===== config.mk =====
export PLATFORM = sky130hd
export DESIGN_NAME = fsr_status_bank
export DESIGN_NICKNAME = d
export VERILOG_FILES = /design/src/shared/fsr_pkg.sv /design/src/design/fsr_flag.sv /design/src/design/fsr_sync.sv /design/src/design/fsr_status_bank.sv
export VERILOG_INCLUDE_DIRS = /design/src /design/src/shared
export SDC_FILE = /design/constraint.sdc
export NUM_CORES = 1
export LEC_CHECK = 0
export ABC_CLOCK_PERIOD_IN_PS = 1700
export BUFFER_PORTS_ARGS = -buffer_cell sky130_fd_sc_hd__buf_2
export CORE_MARGIN = 2
export CORE_UTILIZATION = 35
export CTS_CLUSTER_DIAMETER = 30
export DETAILED_ROUTE_END_ITERATION = 8
export PLACE_DENSITY = 0.61
export SYNTH_ARGS = -nofsm -noshare
export SYNTH_HDL_FRONTEND = slang
export SYNTH_HIERARCHICAL = 1
export SYNTH_SLANG_ARGS = --single-unit

===== constraint.sdc =====
create_clock -name mclk_i -period 1.7 [get_ports mclk_i]
set_input_delay 0.085 -clock mclk_i [delete_from_list [all_inputs] [get_ports mclk_i]]
set_output_delay 0.085 -clock mclk_i [all_outputs]
set_load 0.05 [all_outputs]

===== src/shared/fsr_regs.svh =====
// Register offsets, field positions and reset values of the fault status bank.
`ifndef FSR_REGS_SVH
`define FSR_REGS_SVH

`define FSR_CMD_CLEAR_FAULTS 8'h03
`define FSR_OFF_SUM_BYTE     8'h78
`define FSR_OFF_SUM_WORD     8'h79
`define FSR_OFF_VOLT         8'h7A
`define FSR_OFF_CURR         8'h7B
`define FSR_OFF_TEMP         8'h7D
`define FSR_OFF_COMM         8'h7E

`define FSR_BIT_OV           6
`define FSR_BIT_UV           5
`define FSR_BIT_OC           5
`define FSR_BIT_OT           6
`define FSR_BIT_UNSUPPORTED_COMMAND_FLAG_F      7
`define FSR_BIT_USDAT_F      6
`define FSR_BIT_PEC_F        5
`define FSR_BIT_GCOM_F       1
`define FSR_BIT_BUSY         7
`define FSR_BIT_TEMP_SUM     2
`define FSR_BIT_COMM_SUM     1
`define FSR_BIT_VOLT_SUM     15
`define FSR_BIT_CURR_SUM     14

`define FSR_RST_BYTE         8'h00
`define FSR_RST_WORD         16'h0000

`endif


===== src/shared/fsr_pkg.sv =====
// Types shared by the fault status bank.
package fsr_pkg;

  // Fault events from the monitor and the serial front end.
  typedef struct packed {
    logic ov;
    logic uv;
    logic oc;
    logic ot;
    logic unsupported_command_flag;
    logic unsupported_data_flag;
    logic pec;
    logic gcom;
    logic busy;
  } fsr_evt_t;

  // Register access from the serial command decoder.
  typedef struct packed {
    logic        wr;
    logic        rd;
    logic        clr_all;
    logic [7:0]  addr;
    logic [15:0] wdata;
  } fsr_acc_t;

  typedef enum logic [1:0] {
    FSR_RD_IDLE = 2'b00,
    FSR_RD_HOLD = 2'b01
  } fsr_rd_state_t;

endpackage


===== src/design/fsr_flag.sv =====
// One latched write-one-to-clear status flag.
`timescale 1ns/1ps
`default_nettype none

module fsr_flag
(
  input  wire logic mclk_i,
  input  wire logic rst_n_i,
  input  wire logic set_i,
  input  wire logic clr_i,
  output logic      flag_o
);

  // An event in the clearing cycle keeps the flag set.
  always_ff @(posedge mclk_i or negedge rst_n_i)
  begin
    if (!rst_n_i)
      flag_o <= 1'b0;
    else if (set_i)
      flag_o <= 1'b1;
    else if (clr_i)
      flag_o <= 1'b0;
  end

endmodule

`default_nettype wire


===== src/design/fsr_sync.sv =====
// Two-stage synchroniser for a group of level inputs.
`timescale 1ns/1ps
`default_nettype none

module fsr_sync
#(
  parameter int W = 4
)
(
  input  wire logic         mclk_i,
  input  wire logic         rst_n_i,
  input  wire logic [W-1:0] d_i,
  output logic      [W-1:0] q_o
);

  logic [W-1:0] meta_ff;

  // A zero-width group has nothing to carry and is refused at elaboration.
  if (W < 1)
  begin : g_bad_width
    $error("fsr_sync: width must be at least one");
  end

  always_ff @(posedge mclk_i or negedge rst_n_i)
  begin
    if (!rst_n_i)
    begin
      meta_ff <= '0;
      q_o     <= '0;
    end
    else
    begin
      meta_ff <= d_i;
      q_o     <= meta_ff;
    end
  end

endmodule

`default_nettype wire


===== src/design/fsr_status_bank.sv =====
// Latched fault status bank with hierarchical summary byte and word.
//
// Behaviour
// - Bus overvoltage sets and latches voltage status bit 6.
// - Writing one to bus overvoltage warning clears it.
// - Bus undervoltage sets and latches voltage status bit 5.
// - Writing one to bus undervoltage warning clears it.
// - Shunt overcurrent sets and latches current status bit 5.
// - Writing one to overcurrent warning clears it.
// - Over-temperature latches temperature bit 6; writing one clears it.
// - Unsupported command latches comm status bit 7.
// - Unsupported data form latches comm status bit 6.
// - Failed packet error check latches comm status bit 5.
// - Other bus errors latch comm status bit 1.
// - Each comm error flag holds until a one is written.
// - Busy latches summary byte bit 7; writing one clears it.
// - Over-temperature also latches summary byte bit 2.
// - Any comm error latches summary bit 1; writing one clears.
// - Summary flags clear independently of their source flags.
// - Either bus voltage warning latches word bit 15; one clears.
// - Summary word low byte mirrors the summary byte.
// - Overcurrent also latches word bit 14; writing one clears.
// - Clear-faults command returns every status register to zero.
// - A masked lower flag does not set its summary flag.
`timescale 1ns/1ps
`default_nettype none
`include "fsr_regs.svh"

module fsr_status_bank
  import fsr_pkg::*;
(
  input  wire logic        mclk_i,
  input  wire logic        rst_n_i,
  input  wire fsr_evt_t    async_evt_i,
  input  wire fsr_evt_t    comm_evt_i,
  input  wire fsr_evt_t    mask_i,
  input  wire fsr_acc_t    acc_i,
  output logic [15:0]      rdata_o,
  output logic             rvalid_o,
  output logic             unmapped_o
);

  //--------------------------------------------------------------
  // Event synchronisation
  //--------------------------------------------------------------

  logic [3:0] ana_sync;
  fsr_evt_t   evt;

  fsr_sync #(.W(4)) u_sync
  (
    .mclk_i  (mclk_i),
    .rst_n_i (rst_n_i),
    .d_i     ({async_evt_i.ov, async_evt_i.uv,
               async_evt_i.oc, async_evt_i.ot}),
    .q_o     (ana_sync)
  );

  always_comb
  begin
    evt    = comm_evt_i;
    evt.ov = ana_sync[3];
    evt.uv = ana_sync[2];
    evt.oc = ana_sync[1];
    evt.ot = ana_sync[0];
  end

  //--------------------------------------------------------------
  // Write decode
  //--------------------------------------------------------------

  function automatic logic wr1(input fsr_acc_t a, input logic [7:0] off,
                               input int bit_n);
    wr1 = a.wr && (a.addr == off) && a.wdata[bit_n];
  endfunction

  // Per-flag clear: a written one or the clear-faults command.
  logic c_ov, c_uv, c_oc, c_ot, c_us, c_ud, c_pe, c_gc;
  logic c_busy, c_tsum, c_csum, c_vsum, c_isum;

  always_comb
  begin
    c_ov   = acc_i.clr_all || wr1(acc_i, `FSR_OFF_VOLT, `FSR_BIT_OV);
    c_uv   = acc_i.clr_all || wr1(acc_i, `FSR_OFF_VOLT, `FSR_BIT_UV);
    c_oc   = acc_i.clr_all || wr1(acc_i, `FSR_OFF_CURR, `FSR_BIT_OC);
    c_ot   = acc_i.clr_all || wr1(acc_i, `FSR_OFF_TEMP, `FSR_BIT_OT);
    c_us   = acc_i.clr_all
             || wr1(acc_i, `FSR_OFF_COMM, `FSR_BIT_UNSUPPORTED_COMMAND_FLAG_F);
    c_ud   = acc_i.clr_all
             || wr1(acc_i, `FSR_OFF_COMM, `FSR_BIT_USDAT_F);
    c_pe   = acc_i.clr_all || wr1(acc_i, `FSR_OFF_COMM, `FSR_BIT_PEC_F);
    c_gc   = acc_i.clr_all || wr1(acc_i, `FSR_OFF_COMM, `FSR_BIT_GCOM_F);
    // Summary byte bits clear from either the byte or the word view; bits 15 and 14 clear only from the word view.
    c_busy = acc_i.clr_all
             || wr1(acc_i, `FSR_OFF_SUM_BYTE, `FSR_BIT_BUSY)
             || wr1(acc_i, `FSR_OFF_SUM_WORD, `FSR_BIT_BUSY);
    c_tsum = acc_i.clr_all
             || wr1(acc_i, `FSR_OFF_SUM_BYTE, `FSR_BIT_TEMP_SUM)
             || wr1(acc_i, `FSR_OFF_SUM_WORD, `FSR_BIT_TEMP_SUM);
    c_csum = acc_i.clr_all
             || wr1(acc_i, `FSR_OFF_SUM_BYTE, `FSR_BIT_COMM_SUM)
             || wr1(acc_i, `FSR_OFF_SUM_WORD, `FSR_BIT_COMM_SUM);
    c_vsum = acc_i.clr_all
             || wr1(acc_i, `FSR_OFF_SUM_WORD, `FSR_BIT_VOLT_SUM);
    c_isum = acc_i.clr_all
             || wr1(acc_i, `FSR_OFF_SUM_WORD, `FSR_BIT_CURR_SUM);
  end

  //--------------------------------------------------------------
  // Latched flags
  //--------------------------------------------------------------

  logic ov_ff, uv_ff, oc_ff, ot_ff, us_ff, ud_ff, pe_ff, gc_ff;
  logic busy_ff, tsum_ff, csum_ff, vsum_ff, isum_ff;
  logic s_csum, s_vsum;

  // Summary sources pass only when the lower event is unmasked.
  always_comb
  begin
    s_csum = (evt.unsupported_command_flag && !mask_i.unsupported_command_flag) || (evt.unsupported_data_flag && !mask_i.unsupported_data_flag)
             || (evt.pec && !mask_i.pec)
             || (evt.gcom && !mask_i.gcom);
    s_vsum = (evt.ov && !mask_i.ov) || (evt.uv && !mask_i.uv);
  end

  // The flag cell lets a set win over a clear.
  fsr_flag u_ov (.mclk_i(mclk_i), .rst_n_i(rst_n_i), .set_i(evt.ov),
                 .clr_i(c_ov), .flag_o(ov_ff));
  fsr_flag u_uv (.mclk_i(mclk_i), .rst_n_i(rst_n_i), .set_i(evt.uv),
                 .clr_i(c_uv), .flag_o(uv_ff));
  fsr_flag u_oc (.mclk_i(mclk_i), .rst_n_i(rst_n_i), .set_i(evt.oc),
                 .clr_i(c_oc), .flag_o(oc_ff));
  fsr_flag u_ot (.mclk_i(mclk_i), .rst_n_i(rst_n_i), .set_i(evt.ot),
                 .clr_i(c_ot), .flag_o(ot_ff));
  fsr_flag u_us (.mclk_i(mclk_i), .rst_n_i(rst_n_i), .set_i(evt.unsupported_command_flag),
                 .clr_i(c_us), .flag_o(us_ff));
  fsr_flag u_ud (.mclk_i(mclk_i), .rst_n_i(rst_n_i), .set_i(evt.unsupported_data_flag),
                 .clr_i(c_ud), .flag_o(ud_ff));
  fsr_flag u_pe (.mclk_i(mclk_i), .rst_n_i(rst_n_i), .set_i(evt.pec),
                 .clr_i(c_pe), .flag_o(pe_ff));
  fsr_flag u_gc (.mclk_i(mclk_i), .rst_n_i(rst_n_i), .set_i(evt.gcom),
                 .clr_i(c_gc), .flag_o(gc_ff));
  fsr_flag u_bz (.mclk_i(mclk_i), .rst_n_i(rst_n_i), .set_i(evt.busy),
                 .clr_i(c_busy), .flag_o(busy_ff));
  fsr_flag u_ts (.mclk_i(mclk_i), .rst_n_i(rst_n_i),
                 .set_i(evt.ot && !mask_i.ot),
                 .clr_i(c_tsum), .flag_o(tsum_ff));
  fsr_flag u_cs (.mclk_i(mclk_i), .rst_n_i(rst_n_i), .set_i(s_csum),
                 .clr_i(c_csum), .flag_o(csum_ff));
  fsr_flag u_vs (.mclk_i(mclk_i), .rst_n_i(rst_n_i), .set_i(s_vsum),
                 .clr_i(c_vsum), .flag_o(vsum_ff));
  fsr_flag u_is (.mclk_i(mclk_i), .rst_n_i(rst_n_i),
                 .set_i(evt.oc && !mask_i.oc),
                 .clr_i(c_isum), .flag_o(isum_ff));

  //--------------------------------------------------------------
  // Register images and read port
  //--------------------------------------------------------------

  logic [7:0]  sum_byte;
  logic [15:0] nxt_rdata;
  logic        nxt_unmapped;

  always_comb
  begin
    sum_byte = `FSR_RST_BYTE;
    sum_byte[`FSR_BIT_BUSY]     = busy_ff;
    sum_byte[`FSR_BIT_TEMP_SUM] = tsum_ff;
    sum_byte[`FSR_BIT_COMM_SUM] = csum_ff;
    nxt_rdata    = `FSR_RST_WORD;
    nxt_unmapped = 1'b0;
    case (acc_i.addr)
      `FSR_OFF_SUM_BYTE: nxt_rdata[7:0] = sum_byte;
      `FSR_OFF_SUM_WORD:
      begin
        nxt_rdata[7:0]               = sum_byte;
        nxt_rdata[`FSR_BIT_VOLT_SUM] = vsum_ff;
        nxt_rdata[`FSR_BIT_CURR_SUM] = isum_ff;
      end
      `FSR_OFF_VOLT:
      begin
        nxt_rdata[`FSR_BIT_OV] = ov_ff;
        nxt_rdata[`FSR_BIT_UV] = uv_ff;
      end
      `FSR_OFF_CURR: nxt_rdata[`FSR_BIT_OC] = oc_ff;
      `FSR_OFF_TEMP: nxt_rdata[`FSR_BIT_OT] = ot_ff;
      `FSR_OFF_COMM:
      begin
        nxt_rdata[`FSR_BIT_UNSUPPORTED_COMMAND_FLAG_F] = us_ff;
        nxt_rdata[`FSR_BIT_USDAT_F] = ud_ff;
        nxt_rdata[`FSR_BIT_PEC_F]   = pe_ff;
        nxt_rdata[`FSR_BIT_GCOM_F]  = gc_ff;
      end
      default: nxt_unmapped = 1'b1;
    endcase
  end

  // Read data answers one cycle after the read strobe.
  always_ff @(posedge mclk_i or negedge rst_n_i)
  begin
    if (!rst_n_i)
    begin
      rdata_o    <= `FSR_RST_WORD;
      rvalid_o   <= 1'b0;
      unmapped_o <= 1'b0;
    end
    else
    begin
      rvalid_o   <= acc_i.rd;
      unmapped_o <= acc_i.rd && nxt_unmapped;
      if (acc_i.rd)
        rdata_o <= nxt_rdata;
    end
  end

  //--------------------------------------------------------------
  // Checks
  //--------------------------------------------------------------

  property p_ov_set;
    @(posedge mclk_i) disable iff (!rst_n_i)
      evt.ov |=> ov_ff;
  endproperty
  a_ov_set: assert property (p_ov_set) else $error("ov flag not set");

  property p_ov_clr;
    @(posedge mclk_i) disable iff (!rst_n_i)
      (wr1(acc_i, `FSR_OFF_VOLT, `FSR_BIT_OV) && !evt.ov) |=> !ov_ff;
  endproperty
  a_ov_clr: assert property (p_ov_clr) else $error("ov not cleared");

  property p_uv_set;
    @(posedge mclk_i) disable iff (!rst_n_i)
      evt.uv |=> uv_ff;
  endproperty
  a_uv_set: assert property (p_uv_set) else $error("uv flag not set");

  property p_vsum_set;
    @(posedge mclk_i) disable iff (!rst_n_i)
      s_vsum |=> vsum_ff;
  endproperty
  a_vsum_set: assert property (p_vsum_set) else $error("vsum not set");

  property p_csum_set;
    @(posedge mclk_i) disable iff (!rst_n_i)
      s_csum |=> csum_ff;
  endproperty
  a_csum_set: assert property (p_csum_set) else $error("csum not set");

  property p_busy_clr;
    @(posedge mclk_i) disable iff (!rst_n_i)
      (wr1(acc_i, `FSR_OFF_SUM_BYTE, `FSR_BIT_BUSY) && !evt.busy) |=> !busy_ff;
  endproperty
  a_busy_clr: assert property (p_busy_clr) else $error("busy kept");

  property p_oc_pair;
    @(posedge mclk_i) disable iff (!rst_n_i)
      (evt.oc && !mask_i.oc) |=> oc_ff && isum_ff;
  endproperty
  a_oc_pair: assert property (p_oc_pair) else $error("oc pair");

  property p_ot_pair;
    @(posedge mclk_i) disable iff (!rst_n_i)
      (evt.ot && !mask_i.ot) |=> ot_ff && tsum_ff;
  endproperty
  a_ot_pair: assert property (p_ot_pair) else $error("ot pair");

  property p_hold;
    @(posedge mclk_i) disable iff (!rst_n_i)
      (gc_ff && !c_gc) |=> gc_ff;
  endproperty
  a_hold: assert property (p_hold) else $error("comm flag dropped");

  property p_mask;
    @(posedge mclk_i) disable iff (!rst_n_i)
      (!csum_ff && !s_csum) |=> !csum_ff;
  endproperty
  a_mask: assert property (p_mask) else $error("summary set masked");

  property p_clear_all;
    @(posedge mclk_i) disable iff (!rst_n_i)
      (acc_i.clr_all && evt == '0) |=> !ov_ff && !gc_ff && !busy_ff
                                       && !vsum_ff && !csum_ff;
  endproperty
  a_clear_all: assert property (p_clear_all) else $error("clear all");

  property p_set_wins;
    @(posedge mclk_i) disable iff (!rst_n_i)
      (evt.pec && c_pe) |=> pe_ff;
  endproperty
  a_set_wins: assert property (p_set_wins) else $error("event lost");

  property p_word_low;
    @(posedge mclk_i) disable iff (!rst_n_i)
      (acc_i.rd && acc_i.addr == `FSR_OFF_SUM_WORD)
        |=> rvalid_o && rdata_o[7:0] == $past(sum_byte)
            && rdata_o[13:8] == 6'h00;
  endproperty
  a_word_low: assert property (p_word_low) else $error("word low");

endmodule

`default_nettype wire


==> flow_results.org, run 1 <==
** Floorplan
- Area of the core region :: 3970 um2
- Die X-Extent :: 68.2 um
- Row generation in the floorplan step produced 23 rows.
- The die covers 4650 um2.
- From bottom edge to top edge, the die measures 68.2 um.
- Starting density of the core :: 36.3%
- 74 I/O pins were placed.

** Synthesis
- Async set or reset register ratio after synthesis :: 100%
- Distinct cell type count after synthesis :: 33
- Yosys warning total :: 6
- By area the synthesized netlist is led by sky130_fd_sc_hd__dfrtp_1, sky130_fd_sc_hd__a21o_1, sky130_fd_sc_hd__inv_1.
- Yosys mapped a number of flops with a built-in enable equal to 0.
- Synthesis produced 134 cells.
- Cell types with the highest counts after synthesis :: sky130_fd_sc_hd__dfrtp_1, sky130_fd_sc_hd__inv_1, sky130_fd_sc_hd__a21o_1
- By instance count, the leading cell after synthesis is sky130_fd_sc_hd__dfrtp_1.
- Post-synthesis cell type with the largest combined area :: sky130_fd_sc_hd__dfrtp_1
- The share of synthesized area in the top cell type comes to 52.0%.
- The synthesized netlist occupies a cell area of 1440 um2.
- Synthesis inferred 30 register bits.
- The share of the Yosys chip area taken by registers is 52.0%.
- Post-Syn Area per Cell :: 10.8 um2
- In the synthesized netlist the dominant register cell turns out to be sky130_fd_sc_hd__dfrtp_1.

** Worst hold path
- Hold Crit Depth :: 1
- For hold timing, the worst endpoint is rvalid_o.
- The startpoint identified for the worst hold timing path is acc_i[25].
- The path class of the tightest hold or removal check is input port to flip-flop.

** Worst setup path
- The startpoint identified for the worst register-to-register timing path is u_ov/flag_o.
- Buf/Inv on CP :: 0
- Highest-delay cell along the critical path :: sky130_fd_sc_hd__dfrtp_1
- Destination of the worst register-to-register timing path :: rdata_o[6]
- CP Class :: flip-flop to flip-flop
- STA classifies the critical path startpoint as a flip-flop.
- On the critical path the largest part of the delay comes from compound AO/OA/AOI/OAI gates.
- Startpoint of the worst setup timing path :: u_ov/flag_o
- Cell depth of the worst flop-to-flop path :: 3
- Worst reg-to-reg setup slack :: 470 ps
- STA puts the critical path data arrival time at 1400 ps.
- The signal on the critical path passes through mux2_4 > a32o_1 > a31o_1.
- STA puts the critical path data required time at 1870 ps.
- Max incr delay on CP :: 380 ps
- Of all nets on the critical path, the largest fanout is 2.
- CP endpoint kind :: flip-flop

** Placement
- Port buffering added 45 buffers.
- Estimated wirelength of the detail-placed design :: 2270 um
- Routability-driven placement finished with a final weighted congestion of 0.814.

** Detailed routing
- For this block, the initial DRC count from the detailed router was 34.
- Number of iterations in the first detailed-routing pass :: 4
- DR WL/cell :: 12.7 um
- In the routed design, unresolved DRC markers number 0.
- For this block, the routed nets add up to 3020 um of wire.
- Once detail routing completed, the nets flagged for antenna violations numbered 0.
- Vias per std cell :: 4.81
- The routed layout has 1,145 vias.

** STA
- Based on the critical path, the design can be clocked at up to 0.815 GHz.
- Final setup violating endpoints :: 0
- Relative max-transition margin :: 56.7%
- The final hold violation count came to 0.
- Fin crit share :: 72.2%
- The smallest clock period supported by the final layout is computed as 1230 ps.
- Total count of max-transition violations in the final report :: 0
- Fin Setup TNS :: 0 ps
- Setup repair after global routing left no endpoint under its margin.
- Clock tree skew after final layout :: 8.74 ps
- Transition at the pin with the smallest max-transition slack :: 649 ps

** Clocking
- In this run the number of H-tree levels came out at 2.
- The tree is rooted in a sky130_fd_sc_hd__clkbuf_8.
- Clock latency on the worst-skew pair, taken at its later pin, is 280 ps.
- Largest buffer count on any clock path :: 2
- TritonCTS clock tree :: yes
- Clock-pin slew was measured on the worst setup and hold paths at 70 ps.
- The number of clock buffers added by TritonCTS is 5.
- The tree built by TritonCTS fans out to 30 sinks.

** Global routing
- The first global-routing pass estimated 4930 um of wire.
- Entering global routing, the biggest net connects 31 pins.
- Global routing finished with a remaining overflow of 0.
- In the global route stage, overall resource usage came out at 14.8%.
- The number of global-route vias before repair is 1,089.
- Antenna violations before repair :: 0

** Outcome
- Run status :: finished, final reports clean

** Final layout
- The final layout contains 244 nets.
- Area Overhead vs Synth :: 28.9%
- Count of antenna diodes in the layout :: 0
- At the end of the flow the core is filled with cells to 46.8%.
- Fraction of layout instances using a drive strength above 1 :: 29.8%

** Run
- Max-capacitance violation count :: 0

** Power
- Total power :: 1730 uW
- Power density over the cells :: 932 nW/um2
- In this run the static leakage power is 0.00105 uW.
- Worst vdd rail ir drop :: 0.438 mV
## sequential cells by signal, summed over array words and instances, names as in the netlist
name,cells
rdata_o,7
u_ud/flag_o,1
rvalid_o,1
u_cs/flag_o,1
u_sync/q_o,4
u_gc/flag_o,1
u_us/flag_o,1
u_is/flag_o,1
unmapped_o,1
u_sync/meta_ff,4
u_bz/flag_o,1
u_oc/flag_o,1
u_pe/flag_o,1
u_vs/flag_o,1
u_ts/flag_o,1
u_ov/flag_o,1
u_uv/flag_o,1
u_ot/flag_o,1
## logic make-up (layout without fill, tap and decap cells)
logic type                Yosys count  in the layout  share of synthesized area (%)
other                               1              9                          0.260
DFF                                30             30                           52.0
AOI/OAI and AO/OA                  41             41                           23.3
buffers and inverters              37             83                           12.9
xor gates and xnor gates            1              1                          0.607
and+or+nand+nor                    22             22                           9.11
muxes                               2              2                           1.73
## power by group
group          internal, uW  leakage (uW)  switching (uW)
clock                   468     0.0000573             262
sequential              750      0.000357            17.8
combinational          94.2      0.000633             141
## per-stage QoR
| step | setup WS, ps | cell area, um2 | hold slack (ps) | instances |
|---|---|---|---|---|
| floorplan | 529 | 1470 | -211 | 142 |
| global placement | 377 | 1660 | 146 | 222 |
| detailed placement | 360 | 1660 | 157 | 222 |
| CTS | 471 | 1860 | 1.35 | 238 |
| global route | 446 | 1860 | 10.3 | 238 |
| finish | 472 | 1860 | 14.5 | 238 |
## per-layer routing
layer	wire length, um	track usage [%]	up-vias
met5	0	0	-
met4	63	7.50	0
met3	162	5.10	6
met2	1540	24.4	36
met1	1250	17.0	550
li1	-	-	553
## area by class of cell
type	count	area, um2
clock buffer	6	82.6
clock inverter	1	30.0
multi-input combinational	75	536
fill	379	2110
timing repair buffer	54	315
tap	50	62.6
sequential	30	751
inverter	22	82.6
## repair_timing
item	CTS	global route
resized for setup	0	0
hold buffers	9	0
setup buffers	0	0
endpoints found under the hold margin	38	0
## worst max-delay path by stage
stage / end / slack, ps / depth (start not counted)
2_1_floorplan: rdata_o[6] / 530 / 3
3_3_place_gp: u_uv/flag_o / 380 / 6
3_5_place_dp: u_uv/flag_o / 360 / 6
4_1_cts: rdata_o[6] / 470 / 3
5_1_grt: rdata_o[6] / 450 / 3
6_report: rdata_o[6] / 470 / 3
## cell usage in the layout (no fill, tap or decap), drive strengths merged, types with 2 or more instances in the layout
cell	instances
a21o	16
a31o	4
a32oi	2
a41o	8
and2	2
and3b	2
and4	2
buf	45
clkbuf	6
conb	9
dfrtp	30
dlygate4sd3	9
inv	22
nand2	5
nand3	3
nor2b	4
o2bb2ai	3
o31ai	2
Note: power is estimated with default switching activity, not from simulation.
==> run 2, diff against run 1 <==
ABC_CLOCK_PERIOD_IN_PS = 1180   (was 1700)
clock period = 1.18 ns   (was 1.7 ns; I/O delays follow)
==> run 2 against run 1 <==
  * The flow now finishes with violations (negative setup slack)
  * Non-clock buffer count rose by 10
  * Final cell count rose by 4.6%
  * Utilization up 3.1 points
  * Setup slack got worse by 490 ps
  * Final area up 6.6%
  * Combinational power up 58%
  * Clock power increased by 77%
  * Largest cell class unchanged
==> flow_results.org, run 2 (same netlist as run 1, synthesis figures left out) <==
** Floorplan
- Ports placed on the boundary :: 74 (unchanged)
- Die Footprint :: 4650 um2 (unchanged)
- Starting density of the core :: 36.3% (unchanged)
- Die X-Extent :: 68.2 um (unchanged)
- The floorplan row count came to 23 (unchanged).
- The die span in y came to 68.2 um (unchanged).
- Area of the core region :: 3970 um2 (unchanged)

** Final layout
- Post-route design area :: 1980 um2 (+6.6%)
- The core occupancy in the finished layout came to 49.9% (+3.1 points).
- The final net count came to 254 (+4.1%).
- The number of flip-flops under the largest register name was 7 (unchanged).
- Leaving out fill and tap cells, the most frequent cell in the layout is sky130_fd_sc_hd__buf_2.
- Fill cell instance count of the final layout :: 380 (+0.26%)
- Reg with most FFs :: rdata_o
- Area Overhead vs Synth :: 37.4%
- Fraction of layout instances using a drive strength above 1 :: 32.7% (+2.9 points)
- Count of antenna diodes in the layout :: 0 (unchanged)
- Largest registers ranked by flip-flop count :: rdata_o: 7 flops, u_sync/meta_ff: 4 flops, u_sync/q_o: 4 flops
- Leaving out fill and tap cells, the most frequent cells in the layout are sky130_fd_sc_hd__buf_2, sky130_fd_sc_hd__dfrtp_1, sky130_fd_sc_hd__inv_1, sky130_fd_sc_hd__a21o_1, sky130_fd_sc_hd__dlygate4sd3_1.
- Post-Layout Cell Count :: 249 (+4.6%)

** Detailed routing
- The number of design-rule violations left by the first detailed-router iteration is 33 (-2.9%).
- Final Routed Wirelength :: 3170 um (+5.2%)
- DR WL/cell :: 12.7 um (+0.56%)
- Post-route ant nets :: 0 (unchanged)
- The DRC violation count after routing was 0 (unchanged).
- The via density per instance is 4.76 (-1.1%).
- The total via count after detailed routing came to 1,185 (+3.5%).
- Number of iterations in the first detailed-routing pass :: 4 (unchanged)

** Global routing
- The number of global-route vias before repair was 1,101 (+1.1%).
- Maximum number of pins on one net before global-route repair :: 31 (unchanged)
- All-layer global routing usage :: 14.6% (-0.24 points)
- Antenna violations before repair :: 0 (unchanged)
- The remaining global-route overflow came to 0 (unchanged).
- Global-route wire length before repair :: 4890 um (-0.97%)

** Worst setup path
- CP endpoint kind :: flip-flop
- Walking the worst path, the cells encountered are mux2_4 > a32o_1 > a31o_1.
- The depth of the worst register-to-register path was 3 (unchanged).
- Startpoint types :: flip-flop
- The total buffers and inverters traversed by the critical path is 0 (unchanged).
- The worst setup path is of the flip-flop to flip-flop kind.
- The worst stage delay on the critical path was 380 ps (about the same).
- Logic depth of the worst path, buffers included :: 3 (unchanged)
- Cell family with most CP delay :: compound AO/OA/AOI/OAI gates
- Data required, critical path :: 1350 ps (-520 ps)
- Among all stages on the critical path, the largest delay is contributed by sky130_fd_sc_hd__dfrtp_1.
- The arrival time at the worst endpoint was 1360 ps (-40 ps).
- Largest fanout of any net on the critical path :: 2 (unchanged)

** Clocking
- The number of post-CTS setup repair buffers was 0 (unchanged).
- The number of resized instances in the post-cts repair step is 0 (unchanged).
- Largest buffer count on any clock path :: 2 (unchanged)
- TritonCTS built the clock tree.
- The maximum level of the CTS H-tree was 2 (unchanged).
- Clock-pin slew reported for the worst setup and hold paths after clock tree synthesis :: 60 ps (about the same)
- CTS Sinks :: 30 (unchanged)
- The worst-skew pair later-pin latency was 280 ps (about the same).
- Number of CTS-inserted buffers :: 5 (unchanged)
- In this run the clock root is driven by a sky130_fd_sc_hd__clkbuf_8.

** STA
- The final clock period utilization by the worst path came to 101% (+29 points).
- Peak Freq :: 0.836 GHz (+2.6%)
- The time the worst path needs with I/O delays and setup came to 1200 ps (-31.5 ps).
- The total negative slack is -16.1 ps (-16.1 ps).
- The worst setup skew after layout is 3.37 ps (-5.37 ps).
- The total setup violations reported at the end of the flow is 1 (+1).
- Final critical-path setup slack :: -16.1 ps (-488 ps)
- The tightest hold margin is 66.7 ps (+52.2 ps).
- Setup repair after global routing could not meet its margin everywhere.
- The number of max-slew violations in the final report is 0 (unchanged).
- The final hold violation count came to 0 (unchanged).

** Run
- The count of max-cap constraint violations was 0 (unchanged).

** Outcome
- Run status :: complete, but fails checks
- The final reports fail on negative setup slack.

** Placement
- The number of port buffers was 45 (unchanged).
- Placed cells :: 230 (+3.6%)
- Estimated wirelength of the detail-placed design :: 2430 um (+7.3%)
- Post-Place Cell Area :: 1730 um2 (+4.4%)
- The weighted congestion reported at the end of routability-driven placement came to 0.785 (-3.6%).

** Worst hold path
- Hold Crit Depth :: 3 (+2)
- Min-delay worst type :: input port to flip-flop

** Power
- Power density over the cells :: 1400 nW/um2 (+50%)
- The maximum VDD drop is 0.791 mV (+81%).
- The static leakage power was 0.00111 uW (+6.4%).
==> run 2: cell types whose count changed in the layout (fill, tap and decap cells not counted) <==
cell	previous run	this run
sky130_fd_sc_hd__buf_12	0	1
sky130_fd_sc_hd__bufinv_16	1	2
sky130_fd_sc_hd__dlygate4sd3_1	9	11
sky130_fd_sc_hd__buf_4	0	7
==> run 2: what timing repair did <==
item                                    4_1_cts  5_1_grt
hold buffers                                 11        0
pin swaps                                     2        0
endpoints found under the setup margin        1        1
hold endpoints to repair                     40        0
==> run 2: worst min-delay path, cell delays in order <==
cell and delay, ps:
sky130_fd_sc_hd__buf_2 80, sky130_fd_sc_hd__nor2b_1 30, sky130_fd_sc_hd__a21o_1 140
==> run 2: report_power, final <==
group | leakage (uW) | internal (uW) | switching (uW)
combinational | 0.000686 | 160 | 210
sequential | 0.000357 | 1080 | 25.8
clock | 0.0000714 | 900 | 391
==> run 2: path summary, 6_finish.rpt <==
check                               endpoint  slack [ps]               from
setup / recovery                  rdata_o[6]         -20        u_ov/flag_o
hold / removal                   u_is/flag_o          70          mask_i[6]
setup reg to reg                  rdata_o[6]         -20        u_ov/flag_o
hold reg to reg                u_sync/q_o[1]         350  u_sync/meta_ff[1]
max in group asynchronous  u_sync/meta_ff[2]         750            rst_n_i
min in group asynchronous        rdata_o[14]         260            rst_n_i
==> run 2: cell type report <==
| type | instances | area [um2] | share of cell area [%] |
|---|---|---|---|
| tap | 50 | 62.6 | 3.16 |
| inverter | 22 | 82.6 | 4.17 |
| clock buffer | 6 | 82.6 | 4.17 |
| multi-input combinational | 75 | 536 | 27.0 |
| sequential | 30 | 751 | 37.9 |
| clock inverter | 2 | 60.1 | 3.03 |
| timing repair buffer | 64 | 408 | 20.6 |
==> run 2: per-layer routing <==
metal	track usage (%)	wire length (um)	up-vias	share of wire, %
li1	-	-	578	-
met1	16.6	1330	567	42
met2	25.1	1660	34	52
met3	2.96	122	6	3.8
met4	8.50	60	0	1.9
met5	0	0	-	0
==> run 2: through the flow <==
stage	total power (uW)	setup WS, ps
2_1_floorplan	1350	8.53
6_report	2770	-16.1
3_3_place_gp	1460	-42.3
3_5_place_dp	1470	-51.7
4_1_cts	2800	-13.8
5_1_grt	2890	-60.5
==> run 3, diff against run 2 <==
ABC_CLOCK_PERIOD_IN_PS = 1100   (was 1180)
BUFFER_PORTS_ARGS = -buffer_cell sky130_fd_sc_hd__buf_4   (was -buffer_cell sky130_fd_sc_hd__buf_2)
PLACE_DENSITY = 0.64   (was 0.61)
clock period = 1.1 ns   (was 1.18 ns; I/O delays follow)
==> run 3 against run 2 <==
  * The run still ends with negative setup slack left
  * Final cell count up 1.2%
  * Clock skew is 2.0 ps higher
  * Combinational power increased by 20%
  * Sequential share of layout area shrank 2.2 points
  * Non-clock buffer count grew 3
  * Global-route usage increased by 2.1 points
  * Setup slack got worse by 53 ps
  * Count of clock-buffer cells in the layout did not move
  * Routed wire length increased by 2.4%
  * First-iteration DRC count is 6.1% lower
  * Maximum frequency rose by 2.3%
  * Hold slack worse by 15 ps
==> flow_results.org, run 3 (same netlist as run 1, synthesis figures left out) <==
** Outcome
- Run status :: complete, but fails checks
- The checks that failed: negative setup slack.

** Detailed routing
- The number of nets with antenna violations after routing was 0 (unchanged).
- The first-pass detailed-route iteration total was 4 (unchanged).
- Final Routed Wirelength :: 3250 um (+2.4%)
- Vias per std cell :: 4.72 (-0.86%)
- The DRC violation count after routing is 0 (unchanged).
- The number of design-rule violations left by the first detailed-router iteration was 31 (-6.1%).
- Via total after detailed routing :: 1,189 (+0.34%)
- DR WL/cell :: 12.9 um (+1.2%)

** Floorplan
- Area of the core region :: 3970 um2 (unchanged)
- Die height :: 68.2 um (unchanged)
- Die Footprint :: 4650 um2 (unchanged)
- Die X-Extent :: 68.2 um (unchanged)
- The starting utilization of the core area came to 36.3% (unchanged).
- Ports placed on the boundary :: 74 (unchanged)
- The floorplan row count was 23 (unchanged).

** STA
- Fin crit share :: 106% (+4.9 points)
- The total setup violations reported at the end of the flow was 1 (unchanged).
- Final Hold Violating Endpoints :: 0 (unchanged)
- Total count of max-transition violations in the final report :: 0 (unchanged)
- The worst setup skew after layout was 5.35 ps (+1.98 ps).
- Setup repair after global routing missed its margin :: true
- Fin Setup TNS :: -69.2 ps (-53.1 ps)
- The tightest hold margin is 51.9 ps (-14.8 ps).
- The time the worst path needs with I/O delays and setup is 1170 ps (-26.9 ps).
- Peak Freq :: 0.855 GHz (+2.3%)
- The final worst setup slack is -69.2 ps (-53.1 ps).

** Worst setup path
- List of cells traversed by the critical path :: mux2_4 > a32o_1 > a31o_1
- The most critical setup path has its endpoint at rdata_o[6].
- Worst reg-to-reg setup slack :: -70 ps (-50 ps)
- CP endpoint kind :: flip-flop
- Highest-delay cell along the critical path :: sky130_fd_sc_hd__dfrtp_1
- Startpoint of the worst setup timing path :: u_ud/flag_o
- Max incr delay on CP :: 380 ps (about the same)
- Crit Reg-Reg Startpoint :: u_ud/flag_o
- Buf/Inv on CP :: 0 (unchanged)
- Cell family with most CP delay :: compound AO/OA/AOI/OAI gates
- Cell depth of the worst flop-to-flop path :: 3 (unchanged)
- The arrival time at the worst endpoint is 1340 ps (-20 ps).
- Largest fanout of any net on the critical path :: 2 (unchanged)
- Startpoint types :: flip-flop
- Data required, critical path :: 1270 ps (-80 ps)
- The critical path depth is 3 (unchanged).
- The critical path is of the flip-flop to flip-flop type.
- Destination of the worst register-to-register timing path :: rdata_o[6]

** Final layout
- Reg with most FFs :: rdata_o
- Share of the core filled with cells in the final layout :: 53.0% (+3.1 points)
- The number of flip-flops under the largest register name came to 7 (unchanged).
- Leaving out fill and tap cells, the most frequent cells in the layout are sky130_fd_sc_hd__buf_4, sky130_fd_sc_hd__dfrtp_1, sky130_fd_sc_hd__inv_1, sky130_fd_sc_hd__a21o_1, sky130_fd_sc_hd__dlygate4sd3_1.
- The count of filler cells inserted in the layout came to 362 (-4.7%).
- The proportion of layout cells with a drive suffix above 1 is 33.7% (+1.0 points).
- Compared with the post-synthesis result, the final layout area differs by 45.9%.
- Largest registers ranked by flip-flop count :: rdata_o: 7 flops, u_sync/meta_ff: 4 flops, u_sync/q_o: 4 flops
- The final net count was 257 (+1.2%).
- Count of antenna diodes in the layout :: 0 (unchanged)
- Most common cell after layout, fill and taps aside :: sky130_fd_sc_hd__buf_4

** Global routing
- The first-pass GRT wire length was 5340 um (+9.3%).
- Total global routing overflow :: 0 (unchanged)
- Maximum number of pins on one net before global-route repair :: 31 (unchanged)
- The global router's overall resource usage was 16.7% (+2.1 points).
- Antenna violations before repair :: 0 (unchanged)
- The number of global-route vias before repair is 1,211 (+10%).

** Clocking
- Insertion delay of the later-clocked pin in the worst-skew pair :: 290 ps (about the same)
- The largest buffer count on any clock path was 2 (unchanged).
- The maximum level of the CTS H-tree was 2 (unchanged).
- Clock-pin slew reported for the worst setup and hold paths after clock tree synthesis :: 70 ps (about the same)
- The number of clock sinks came to 30 (unchanged).
- Number of CTS-inserted buffers :: 5 (unchanged)
- The number of resized instances in the post-cts repair step came to 0 (unchanged).
- The tree is rooted in a sky130_fd_sc_hd__clkbuf_8.
- TritonCTS built the clock tree.

** Power
- The maximum VDD drop came to 0.917 mV (+16%).
- The power density over cell area was 1430 nW/um2 (+2.6%).
- The overall power was 3020 uW (+8.9%).
- Static leakage :: 0.00116 uW (+3.8%)

** Placement
- Final weighted congestion of routability-driven global placement :: 0.937 (+19%)
- The HPWL after detailed placement is 2510 um (+3.2%).
- Worst slack after detailed placement :: -169 ps (-117 ps)
- The number of port buffers was 45 (unchanged).

** Worst hold path
- Min-delay worst type :: input port to flip-flop
- Launch instance of the worst min-delay path :: mask_i[5]

** Run
- The count of max-cap constraint violations was 0 (unchanged).
## run 3: timing repair
item	CTS	global route
hold buffers	11	0
setup buffers	1	1
pin swaps	0	0
hold endpoints to repair	40	0
endpoints found under the setup margin	1	1
## run 3: cell type report
type                            count  area, um2  share of cell area, %
Tap cell                           50       62.6                   2.97
Inverter                           22       82.6                   3.92
Multi-Input combinational cell     75        536                   25.4
Clock buffer                        6       82.6                   3.92
Timing Repair Buffer               67        531                   25.2
Clock inverter                      2       60.1                   2.85
Sequential cell                    30        751                   35.7
## run 3: power breakdown
| group | internal, uW | leakage, uW | switching [uW] |
|---|---|---|---|
| combinational | 214 | 0.000728 | 232 |
| sequential | 1160 | 0.000357 | 26.6 |
| clock | 966 | 0.0000714 | 417 |
## run 3: metal layers
layer	vias to the layer above	global-route usage (%)	wire length, um
met2	41	27.2	1650
li1	578	-	-
met4	0	11.5	127
met1	555	17.9	1290
met3	15	6.09	178
met5	-	0	0
## run 3: worst min-delay path, cell delays in order
cell	delay, ps
sky130_fd_sc_hd__buf_4	80
sky130_fd_sc_hd__nor2b_1	30
sky130_fd_sc_hd__a21o_1	140
## run 3: through the flow
stage,instance area [um2],cells
after detailed placement,1840,231
after global routing,2100,252
final,2100,252
after global placement,1840,231
after CTS,2100,251
after floorplan,1470,142
## run 3: worst min path at each step
stage	depth (start not counted)	endpoint	slack, ps
after floorplan	0	rdata_o[14]	-240
final	3	u_ts/flag_o	50
after CTS	3	u_ts/flag_o	40
after global routing	3	u_ts/flag_o	40
after global placement	1	u_cs/flag_o	-0.8
after detailed placement	1	u_gc/flag_o	5
